<file path="config.mk">
export PLATFORM = sky130hd
export DESIGN_NAME = stsoh_top
export DESIGN_NICKNAME = d
export VERILOG_FILES = /design/src/stsoh_pkg.sv /design/src/stsoh_top.sv
export SDC_FILE = /design/constraint.sdc
export NUM_CORES = 1
export LEC_CHECK = 0
export BUFFER_PORTS_ARGS = -buffer_cell sky130_fd_sc_hd__buf_2
export CAP_MARGIN = 10
export CELL_PAD_IN_SITES_DETAIL_PLACEMENT = 0
export CELL_PAD_IN_SITES_GLOBAL_PLACEMENT = 1
export CORE_MARGIN = 1
export CORE_UTILIZATION = 48
export CTS_BUF_LIST = sky130_fd_sc_hd__clkbuf_2 sky130_fd_sc_hd__clkbuf_4 sky130_fd_sc_hd__clkbuf_8
export DETAILED_ROUTE_END_ITERATION = 6
export PLACE_DENSITY_LB_ADDON = 0.08
export SYNTH_ARGS = -nofsm -noshare
export SYNTH_HDL_FRONTEND = slang
export SYNTH_SLANG_ARGS = --single-unit
</file>
<file path="constraint.sdc">
create_clock -name pclk -period 3.22 [get_ports pclk]
set_input_delay 0.322 -clock pclk [delete_from_list [all_inputs] [get_ports pclk]]
set_output_delay 0.322 -clock pclk [all_outputs]
set_load 0.05 [all_outputs]
</file>
<file path="src/stsoh_pkg.sv">
package stsoh_pkg;

  // register indices; byte address is four times the index
  localparam logic [7:0] STSOH_IDX_MODE_CTRL  = 8'h30;
  localparam logic [7:0] STSOH_IDX_NU_R1C8    = 8'h31;
  localparam logic [7:0] STSOH_IDX_NU_R1C9    = 8'h32;
  localparam logic [7:0] STSOH_IDX_NU_R2C8    = 8'h33;
  localparam logic [7:0] STSOH_IDX_NU_R2C9    = 8'h34;
  localparam logic [7:0] STSOH_IDX_TRACE_CTRL = 8'h3a;
  localparam logic [7:0] STSOH_IDX_TRACE_DATA = 8'h3b;
  localparam logic [7:0] STSOH_IDX_NU_SRC     = 8'h62;
  localparam logic [7:0] STSOH_IDX_SRC_FOUR   = 8'h63;

  // field positions
  localparam int STSOH_BIT_STM1_MODE   = 0;
  localparam int STSOH_BIT_NU1_DEF_EN  = 5;
  localparam int STSOH_BIT_MD_R2C2     = 0;
  localparam int STSOH_BIT_MD_R2C3     = 1;
  localparam int STSOH_BIT_MD_R2C5     = 2;
  localparam int STSOH_BIT_UN_R2C6     = 3;
  localparam int STSOH_BIT_MD_R3C2     = 4;
  localparam int STSOH_BIT_PTR_RESET   = 0;
  localparam int STSOH_BIT_CPU_STEP    = 1;
  localparam int STSOH_POS_NU_R1C8     = 0;
  localparam int STSOH_POS_NU_R1C9     = 2;
  localparam int STSOH_POS_NU_R2C8     = 4;
  localparam int STSOH_POS_NU_R2C9     = 6;

  // reset values
  localparam logic [7:0] STSOH_RST_BYTE      = 8'h00;
  localparam logic [7:0] STSOH_RST_MODE_CTRL = 8'h01;

  // writable masks
  localparam logic [7:0] STSOH_MASK_MODE_CTRL  = 8'h21;
  localparam logic [7:0] STSOH_MASK_TRACE_CTRL = 8'h03;
  localparam logic [7:0] STSOH_MASK_SRC_FOUR   = 8'h1f;

  // j0 byte sent while the processor steps the pointer
  localparam logic [7:0] STSOH_J0_CPU_FILL = 8'h01;

  // overhead slot codes from the frame generator
  localparam logic [3:0] STSOH_SLOT_J0      = 4'h0;
  localparam logic [3:0] STSOH_SLOT_MD_R2C2 = 4'h1;
  localparam logic [3:0] STSOH_SLOT_MD_R2C3 = 4'h2;
  localparam logic [3:0] STSOH_SLOT_MD_R2C5 = 4'h3;
  localparam logic [3:0] STSOH_SLOT_UN_R2C6 = 4'h4;
  localparam logic [3:0] STSOH_SLOT_MD_R3C2 = 4'h5;
  localparam logic [3:0] STSOH_SLOT_NU_R1C8 = 4'h6;
  localparam logic [3:0] STSOH_SLOT_NU_R1C9 = 4'h7;
  localparam logic [3:0] STSOH_SLOT_NU_R2C8 = 4'h8;
  localparam logic [3:0] STSOH_SLOT_NU_R2C9 = 4'h9;

endpackage

</file>
<file path="src/stsoh_top.sv">
`timescale 1ns/100ps
module stsoh_top
  import stsoh_pkg::*;
#(
  parameter int         TRACE_LEN   = 16,
  parameter int         ADDR_W      = 12,
  parameter logic [7:0] NU1_DEFAULT = 8'h00
) (
  // clock and reset
  input  wire logic              pclk,
  input  wire logic              presetn,
  // apb slave
  input  wire logic              psel,
  input  wire logic              penable,
  input  wire logic              pwrite,
  input  wire logic [ADDR_W-1:0] paddr,
  input  wire logic [31:0]       pwdata,
  output logic      [31:0]       prdata,
  output logic                   pready,
  output logic                   pslverr,
  // overhead slot stream from the frame generator
  input  wire logic              oh_slot_valid,
  input  wire logic [3:0]        oh_slot_id,
  input  wire logic [7:0]        serial_tx_overhead_input,
  input  wire logic [7:0]        rx_oh_byte,
  // transmitted overhead byte
  output logic                   tx_oh_valid,
  output logic [7:0]             tx_oh_byte
);

  localparam int PTR_W = (TRACE_LEN > 1) ? $clog2(TRACE_LEN) : 1;
  localparam logic [PTR_W-1:0] PTR_LAST = PTR_W'(TRACE_LEN - 1);

  // selects serial input for 0 and received byte for 1
  function automatic logic [7:0] pick_bit(input logic sel, input logic [7:0] ser,
                                          input logic [7:0] rcv);
    pick_bit = sel ? rcv : ser;
  endfunction

  // two-bit national field decode
  function automatic logic [7:0] pick_field(input logic [1:0] fld, input logic [7:0] cpu,
                                            input logic [7:0] ser, input logic [7:0] rcv);
    if (fld[1]) begin
      pick_field = rcv;
    end else if (fld[0]) begin
      pick_field = ser;
    end else begin
      pick_field = cpu;
    end
  endfunction

  function automatic logic [PTR_W-1:0] ptr_step(input logic [PTR_W-1:0] p);
    ptr_step = (p == PTR_LAST) ? '0 : p + PTR_W'(1);
  endfunction

  logic [7:0] mode_ctrl_reg;
  logic [7:0] nu_r1c8_cpu_value;
  logic [7:0] nu_r1c9_cpu_value;
  logic [7:0] nu_r2c8_cpu_value;
  logic [7:0] nu_r2c9_cpu_value;
  logic [7:0] trace_ctrl_reg;
  logic [7:0] nu_src_reg;
  logic [7:0] src_four_reg;
  logic [7:0] trace_mem [TRACE_LEN];
  logic [PTR_W-1:0] trace_ptr_reg;

  logic       stm1_mode;
  logic       row1_national_default_enable;
  logic       trace_ptr_cpu_step;
  logic       trace_ptr_reset;
  logic       md_r3c2_source_sel;
  logic       unused_r2c6_source_sel;
  logic       md_r2c5_source_sel;
  logic       md_r2c3_source_sel;
  logic       md_r2c2_source_sel;
  logic [1:0] nu_r1c8_source_field;
  logic [1:0] nu_r1c9_source_field;
  logic [1:0] nu_r2c8_source_field;
  logic [1:0] nu_r2c9_source_field;
  logic [7:0] trace_string_byte;
  logic [7:0] nu1_cpu_or_default_c8;
  logic [7:0] nu1_cpu_or_default_c9;

  assign stm1_mode                    = mode_ctrl_reg[STSOH_BIT_STM1_MODE];
  assign row1_national_default_enable = mode_ctrl_reg[STSOH_BIT_NU1_DEF_EN];
  assign trace_ptr_cpu_step           = trace_ctrl_reg[STSOH_BIT_CPU_STEP];
  assign trace_ptr_reset              = trace_ctrl_reg[STSOH_BIT_PTR_RESET];
  assign md_r3c2_source_sel           = src_four_reg[STSOH_BIT_MD_R3C2];
  assign unused_r2c6_source_sel       = src_four_reg[STSOH_BIT_UN_R2C6];
  assign md_r2c5_source_sel           = src_four_reg[STSOH_BIT_MD_R2C5];
  assign md_r2c3_source_sel           = src_four_reg[STSOH_BIT_MD_R2C3];
  assign md_r2c2_source_sel           = src_four_reg[STSOH_BIT_MD_R2C2];
  assign nu_r1c8_source_field         = nu_src_reg[STSOH_POS_NU_R1C8 +: 2];
  assign nu_r1c9_source_field         = nu_src_reg[STSOH_POS_NU_R1C9 +: 2];
  assign nu_r2c8_source_field         = nu_src_reg[STSOH_POS_NU_R2C8 +: 2];
  assign nu_r2c9_source_field         = nu_src_reg[STSOH_POS_NU_R2C9 +: 2];
  assign trace_string_byte            = trace_mem[trace_ptr_reg];

  // ---------------- apb decode ----------------
  logic [7:0] reg_idx;
  logic       idx_hit;
  logic       apb_setup;
  logic       apb_done;
  logic       wr_done;
  logic       rd_done;

  assign reg_idx   = paddr[9:2];
  assign apb_setup = psel & ~penable;
  assign apb_done  = psel & penable;
  assign wr_done   = apb_done & pwrite & idx_hit;
  assign rd_done   = apb_done & ~pwrite & idx_hit;
  assign pready    = penable;

  always_comb begin
    idx_hit = 1'b0;
    if (paddr[1:0] == 2'b00 && paddr[ADDR_W-1:10] == '0) begin
      case (reg_idx)
        STSOH_IDX_MODE_CTRL,
        STSOH_IDX_NU_R1C8,
        STSOH_IDX_NU_R1C9,
        STSOH_IDX_NU_R2C8,
        STSOH_IDX_NU_R2C9,
        STSOH_IDX_TRACE_CTRL,
        STSOH_IDX_TRACE_DATA,
        STSOH_IDX_NU_SRC,
        STSOH_IDX_SRC_FOUR: idx_hit = 1'b1;
        default:            idx_hit = 1'b0;
      endcase
    end
  end

  assign pslverr = apb_done & ~idx_hit;

  logic [7:0] rd_value;

  always_comb begin
    rd_value = 8'h00;
    case (reg_idx)
      STSOH_IDX_MODE_CTRL:  rd_value = mode_ctrl_reg;
      STSOH_IDX_NU_R1C8:    rd_value = nu_r1c8_cpu_value;
      STSOH_IDX_NU_R1C9:    rd_value = nu_r1c9_cpu_value;
      STSOH_IDX_NU_R2C8:    rd_value = nu_r2c8_cpu_value;
      STSOH_IDX_NU_R2C9:    rd_value = nu_r2c9_cpu_value;
      STSOH_IDX_TRACE_CTRL: rd_value = trace_ctrl_reg;
      STSOH_IDX_TRACE_DATA: rd_value = trace_string_byte;
      STSOH_IDX_NU_SRC:     rd_value = nu_src_reg;
      STSOH_IDX_SRC_FOUR:   rd_value = src_four_reg;
      default:              rd_value = 8'h00;
    endcase
  end

  // read data is captured in the setup cycle and held through the access cycle
  always_ff @(posedge pclk or negedge presetn) begin
    if (!presetn) begin
      prdata <= 32'h0;
    end else if (apb_setup) begin
      prdata <= (idx_hit && !pwrite) ? {24'h0, rd_value} : 32'h0;
    end
  end

  // ---------------- configuration registers ----------------
  always_ff @(posedge pclk or negedge presetn) begin
    if (!presetn) begin
      mode_ctrl_reg <= STSOH_RST_MODE_CTRL;
    end else if (wr_done && reg_idx == STSOH_IDX_MODE_CTRL) begin
      mode_ctrl_reg <= pwdata[7:0] & STSOH_MASK_MODE_CTRL;
    end
  end

  always_ff @(posedge pclk or negedge presetn) begin
    if (!presetn) begin
      nu_r1c8_cpu_value <= STSOH_RST_BYTE;
      nu_r1c9_cpu_value <= STSOH_RST_BYTE;
      nu_r2c8_cpu_value <= STSOH_RST_BYTE;
      nu_r2c9_cpu_value <= STSOH_RST_BYTE;
    end else if (wr_done) begin
      if (reg_idx == STSOH_IDX_NU_R1C8) begin
        nu_r1c8_cpu_value <= pwdata[7:0];
      end
      if (reg_idx == STSOH_IDX_NU_R1C9) begin
        nu_r1c9_cpu_value <= pwdata[7:0];
      end
      if (reg_idx == STSOH_IDX_NU_R2C8) begin
        nu_r2c8_cpu_value <= pwdata[7:0];
      end
      if (reg_idx == STSOH_IDX_NU_R2C9) begin
        nu_r2c9_cpu_value <= pwdata[7:0];
      end
    end
  end

  always_ff @(posedge pclk or negedge presetn) begin
    if (!presetn) begin
      nu_src_reg   <= STSOH_RST_BYTE;
      src_four_reg <= STSOH_RST_BYTE;
    end else if (wr_done) begin
      if (reg_idx == STSOH_IDX_NU_SRC) begin
        nu_src_reg <= pwdata[7:0];
      end
      if (reg_idx == STSOH_IDX_SRC_FOUR) begin
        src_four_reg <= pwdata[7:0] & STSOH_MASK_SRC_FOUR;
      end
    end
  end

  // ---------------- trace string control and pointer ----------------
  logic ctrl_wr;
  logic ptr_clear;
  logic data_access;
  logic j0_slot;
  logic frame_step;

  assign ctrl_wr     = wr_done && reg_idx == STSOH_IDX_TRACE_CTRL;
  // only a 0 to 1 change of the reset bit clears the pointer
  assign ptr_clear   = ctrl_wr && !trace_ptr_reset && pwdata[STSOH_BIT_PTR_RESET];
  assign data_access = (wr_done | rd_done) && reg_idx == STSOH_IDX_TRACE_DATA;
  assign j0_slot     = oh_slot_valid && oh_slot_id == STSOH_SLOT_J0;
  assign frame_step  = j0_slot && !trace_ptr_cpu_step;

  always_ff @(posedge pclk or negedge presetn) begin
    if (!presetn) begin
      trace_ctrl_reg <= STSOH_RST_BYTE;
    end else if (ctrl_wr) begin
      trace_ctrl_reg <= pwdata[7:0] & STSOH_MASK_TRACE_CTRL;
    end
  end

  // clearing wins over stepping in the same cycle
  always_ff @(posedge pclk or negedge presetn) begin
    if (!presetn) begin
      trace_ptr_reg <= '0;
    end else if (ptr_clear) begin
      trace_ptr_reg <= '0;
    end else if (trace_ptr_cpu_step && data_access) begin
      trace_ptr_reg <= ptr_step(trace_ptr_reg);
    end else if (frame_step) begin
      trace_ptr_reg <= ptr_step(trace_ptr_reg);
    end
  end

  // string store; written at the current pointer entry
  always_ff @(posedge pclk or negedge presetn) begin
    if (!presetn) begin
      for (int i = 0; i < TRACE_LEN; i++) begin
        trace_mem[i] <= STSOH_RST_BYTE;
      end
    end else if (wr_done && reg_idx == STSOH_IDX_TRACE_DATA) begin
      trace_mem[trace_ptr_reg] <= pwdata[7:0];
    end
  end

  // ---------------- transmit byte selection ----------------
  assign nu1_cpu_or_default_c8 = row1_national_default_enable ? NU1_DEFAULT
                                                                : nu_r1c8_cpu_value;
  assign nu1_cpu_or_default_c9 = row1_national_default_enable ? NU1_DEFAULT
                                                                : nu_r1c9_cpu_value;

  logic [7:0] tx_sel;
  logic [7:0] ser;
  logic [7:0] rcv;

  assign ser = serial_tx_overhead_input;
  assign rcv = rx_oh_byte;

  always_comb begin
    tx_sel = ser;
    if (oh_slot_id == STSOH_SLOT_J0) begin
      tx_sel = trace_ptr_cpu_step ? STSOH_J0_CPU_FILL : trace_string_byte;
    end else if (stm1_mode) begin
      case (oh_slot_id)
        STSOH_SLOT_MD_R3C2: tx_sel = pick_bit(md_r3c2_source_sel, ser, rcv);
        STSOH_SLOT_UN_R2C6: tx_sel = pick_bit(unused_r2c6_source_sel, ser, rcv);
        STSOH_SLOT_MD_R2C5: tx_sel = pick_bit(md_r2c5_source_sel, ser, rcv);
        STSOH_SLOT_MD_R2C3: tx_sel = pick_bit(md_r2c3_source_sel, ser, rcv);
        STSOH_SLOT_MD_R2C2: tx_sel = pick_bit(md_r2c2_source_sel, ser, rcv);
        STSOH_SLOT_NU_R1C8:
          tx_sel = pick_field(nu_r1c8_source_field, nu1_cpu_or_default_c8, ser, rcv);
        STSOH_SLOT_NU_R1C9:
          tx_sel = pick_field(nu_r1c9_source_field, nu1_cpu_or_default_c9, ser, rcv);
        STSOH_SLOT_NU_R2C8:
          tx_sel = pick_field(nu_r2c8_source_field, nu_r2c8_cpu_value, ser, rcv);
        STSOH_SLOT_NU_R2C9:
          tx_sel = pick_field(nu_r2c9_source_field, nu_r2c9_cpu_value, ser, rcv);
        default:            tx_sel = ser;
      endcase
    end
  end

  always_ff @(posedge pclk or negedge presetn) begin
    if (!presetn) begin
      tx_oh_valid <= 1'b0;
      tx_oh_byte  <= STSOH_RST_BYTE;
    end else begin
      tx_oh_valid <= oh_slot_valid;
      tx_oh_byte  <= oh_slot_valid ? tx_sel : STSOH_RST_BYTE;
    end
  end

endmodule

</file>
==> impl_metrics.csv <==
group,metric,value,unit
final_layout,nets,1010,
timing,fin_setup_tns,0,ps
power_and_ir_drop,power.clock.fraction,33.2,%
setup_path,max_stage_delay,780,ps
final_layout,drive_above_1_share,39.3,%
setup_path,path_cells,"mux4_2 -> mux2i_1 -> a21oi_1 -> a221oi_1 -> o21ai_0",
timing,hold_slack,186,ps
final_layout,antenna_cells,0,
route,drt_iter0_drc,499,
die,start_util,48.7,%
final_layout,syn_to_final_growth,8.84,%
timing,setup_viol,0,
route,drt_wl_total,31000,microns
setup_path,r2r_cells,5,
cts,cts_tree,"built",
timing,maxSlewViolCount,0,
run,cap_viol_max_count,0,
die,row_count,55,
setup_path,crit_fanout,11,
placed_design,dp_slack,456,ps
placed_design,hpwl,22300,microns
timing,rsz0062_at_grt,"false",
timing,fin_crit,2710,ps
global_routing,grt_usage,27.6,%
route,route.detailed.drc,0,
setup_path,cp-startpoint,"trace_ptr_reg[0]",
global_routing,grt.busiest_layer,"met2",
synth,yosys_warnings,0,
die,io_pins,113,
power_and_ir_drop,p_seq_share,50.8,%
power_and_ir_drop,comb_power_share,16.0,%
setup_path,critPathKind,"reg2reg",
route,first_pass_iters,5,
global_routing,grtUsageMet1,35.9,%
setup_path,end_kind,"flip-flop",
cts,cts_root_buf,"clkbuf_8",
power_and_ir_drop,power.density,441,nW/um^2
cts,insertion_delay,490,ps
global_routing,grt_pass1_wl,48600,microns
die,dieArea,23500,sq um
synth,ys_seq_area_share,45.0,%
global_routing,grt_use_met2,46.8,%
die,coreArea,22600,sq um
global_routing,grt_max_degree,92,
global_routing,gr-total-overflow,0,
setup_path,crit_arrival,3080,ps
power_and_ir_drop,switching_share,33.1,%
power_and_ir_drop,p_total,5.28,mW
hold_path,hold_path_class,"in2reg",
cts,cts_buffer_depth,2,
synth,post-synth-top-count-cell,"dfrtp_1",
cts,clk_pin_slew,120,ps
synth,yosysTopAreaCell,"dfrtp_1",
route,wl_per_cell,25.1,microns
timing,final.period_utilization,84.1,%
setup_path,worstSetupEndpoint,"prdata[2]",
global_routing,use_met3,4.42,%
synth,ys.flop_type,"dfrtp_1",
power_and_ir_drop,p_leak,5.49,nW
synth,postSynthAreaPerCell,12.3,sq um
setup_path,worst_setup_path_start_kind,"flip-flop",
placed_design,port_buffers,64,
synth,synth-seq-cells,198,
synth,netlist.area_leader.share,44.8,%
cts,clkSinkCount,198,
die,die_h,153,microns
cts,cts_setup_buffers,0,
route,vias_per_cell,6.16,
timing,clock-skew-final,25.3,ps
timing,fin_ws,513,ps
global_routing,antenna_found_initial,0,
timing,worst_pin_slew,922,ps
synth,synth_cells,895,
final_layout,top_register,"trace_mem",
timing,final-hold-violation-count,0,
synth,synth.area.top_cells,"dfrtp_1, mux2_2, mux4_2",
cts,htree_levels,4,
setup_path,reg2reg_slack,510,ps
setup_path,r2r-end,"prdata[2]",
setup_path,cp.required,3590,ps
timing,max_freq,0.369,GHz
status,outcome,"completed",
timing,max_slew_margin,38.6,%
final_layout,largest_reg_flops,128,
power_and_ir_drop,p_switching,1.75,mW
power_and_ir_drop,peakVddDrop,0.295,mV
route,vias,7598,
synth,async_flop_share,100,%
synth,synth_edf_count,0,
global_routing,first_global_vias,7836,
die,chipWidth,153,microns
placed_design,routabilityCongestion,0.902,
setup_path,crit_path_top_delay_cell,"dfrtp_1",
synth,synth.lib_cells_used.distinct,81,
power_and_ir_drop,p_int,3.53,mW
route,antenna_left,0,
synth,yosys-top-cells-count,"dfrtp_1, mux2_2, nand2_1, clkbuf_1, mux4_2",
synth,synth_area,11000,sq um
cts,cts_buffers,17,
setup_path,r2r_start,"trace_ptr_reg[0]",
critical path, delay by kind of cell (launching register included):
family         cells  cell delay [ps]
multiplexers       2             1000
flip-flops         1              780
AO/OA/AOI/OAI      3              810
power by group through the flow:
stage	sequential, mW	combinational [mW]	clock (mW)
2_1_floorplan	2.60	0.682	0
3_3_place_gp	2.73	0.833	0
3_5_place_dp	2.73	0.844	0
4_1_cts	2.68	0.848	1.80
5_1_grt	2.70	0.908	1.90
6_report	2.68	0.847	1.75
cells in the final DEF, fill, tap and decap left out, types with 5 or more instances in the layout:
cell	count
o311ai_0	5
a211oi_1	5
nor3b_1	6
o211ai_1	5
nand3_1	12
nand2_1	41
clkbuf_8	18
a21oi_1	22
mux4_2	33
nor2b_1	13
a22oi_1	17
nand2b_1	10
mux2_4	8
nor3_1	11
and4b_1	5
mux2i_1	28
dfrtp_1	195
and3_1	6
nand3b_1	5
inv_1	9
conb_1	24
buf_4	27
o21ai_0	25
mux2_2	180
a221oi_1	16
nor2_1	30
nor4_1	6
buf_2	63
and2_1	6
clkinv_8	5
worst min path at each step:
stage | cells past startpoint | endpoint | startpoint
3_5_place_dp | 1 | nu_r1c8_cpu_value[2] | presetn
4_1_cts | 1 | tx_oh_valid | oh_slot_valid
2_1_floorplan | 0 | mode_ctrl_reg[5] | presetn
5_1_grt | 3 | tx_oh_byte[6] | serial_tx_overhead_input[6]
6_report | 3 | tx_oh_byte[5] | serial_tx_overhead_input[5]
3_3_place_gp | 1 | nu_r2c8_cpu_value[2] | presetn
cells by family (layout without fill, tap and decap cells):
kind of cell,count (synthesis),in the layout,synth area share (%)
AO/OA/AOI/OAI,139,139,9.05
XOR/XNOR,1,1,0.0796
adder cells (fa/ha/maj),4,4,0.455
buffers and inverters,106,137,5.06
flip-flops,198,198,45.0
multiplexers,250,250,28.9
other,1,24,0.0341
AND/OR/NAND/NOR,196,196,11.4
metrics by stage:
stage | instances | instance area, sq um | utilization (%)
5_1_grt | 1234 | 12000 | 53.0
4_1_cts | 1233 | 12000 | 53.0
2_1_floorplan | 918 | 11100 | -
3_5_place_dp | 1200 | 11500 | 50.9
3_3_place_gp | 1200 | 11500 | 50.9
6_report | 1234 | 12000 | 53.0
per-layer routing:
layer  vias to the layer above  share of wire [%]  wire (microns)
li1                       3406                  -               -
met1                      3923                 43           13400
met2                       225                 50           15600
met3                        44                3.6            1110
met4                         0                2.7             849
met5                         -                  0               0
layout make-up:
class	instances	area, sq um
clock buffer	17	234
fill	1990	10600
tap	285	357
timing repair buffer	95	592
inverter	10	37.5
clock inverter	15	220
sequential	198	4960
multi-input combinational	614	5580
timing repair:
item,in CTS,in global routing
resized for setup,0,0
hold buffers,1,1
endpoints found under the setup margin,0,0
hold endpoints to repair,86,1
(Power assumes the default switching activity.)
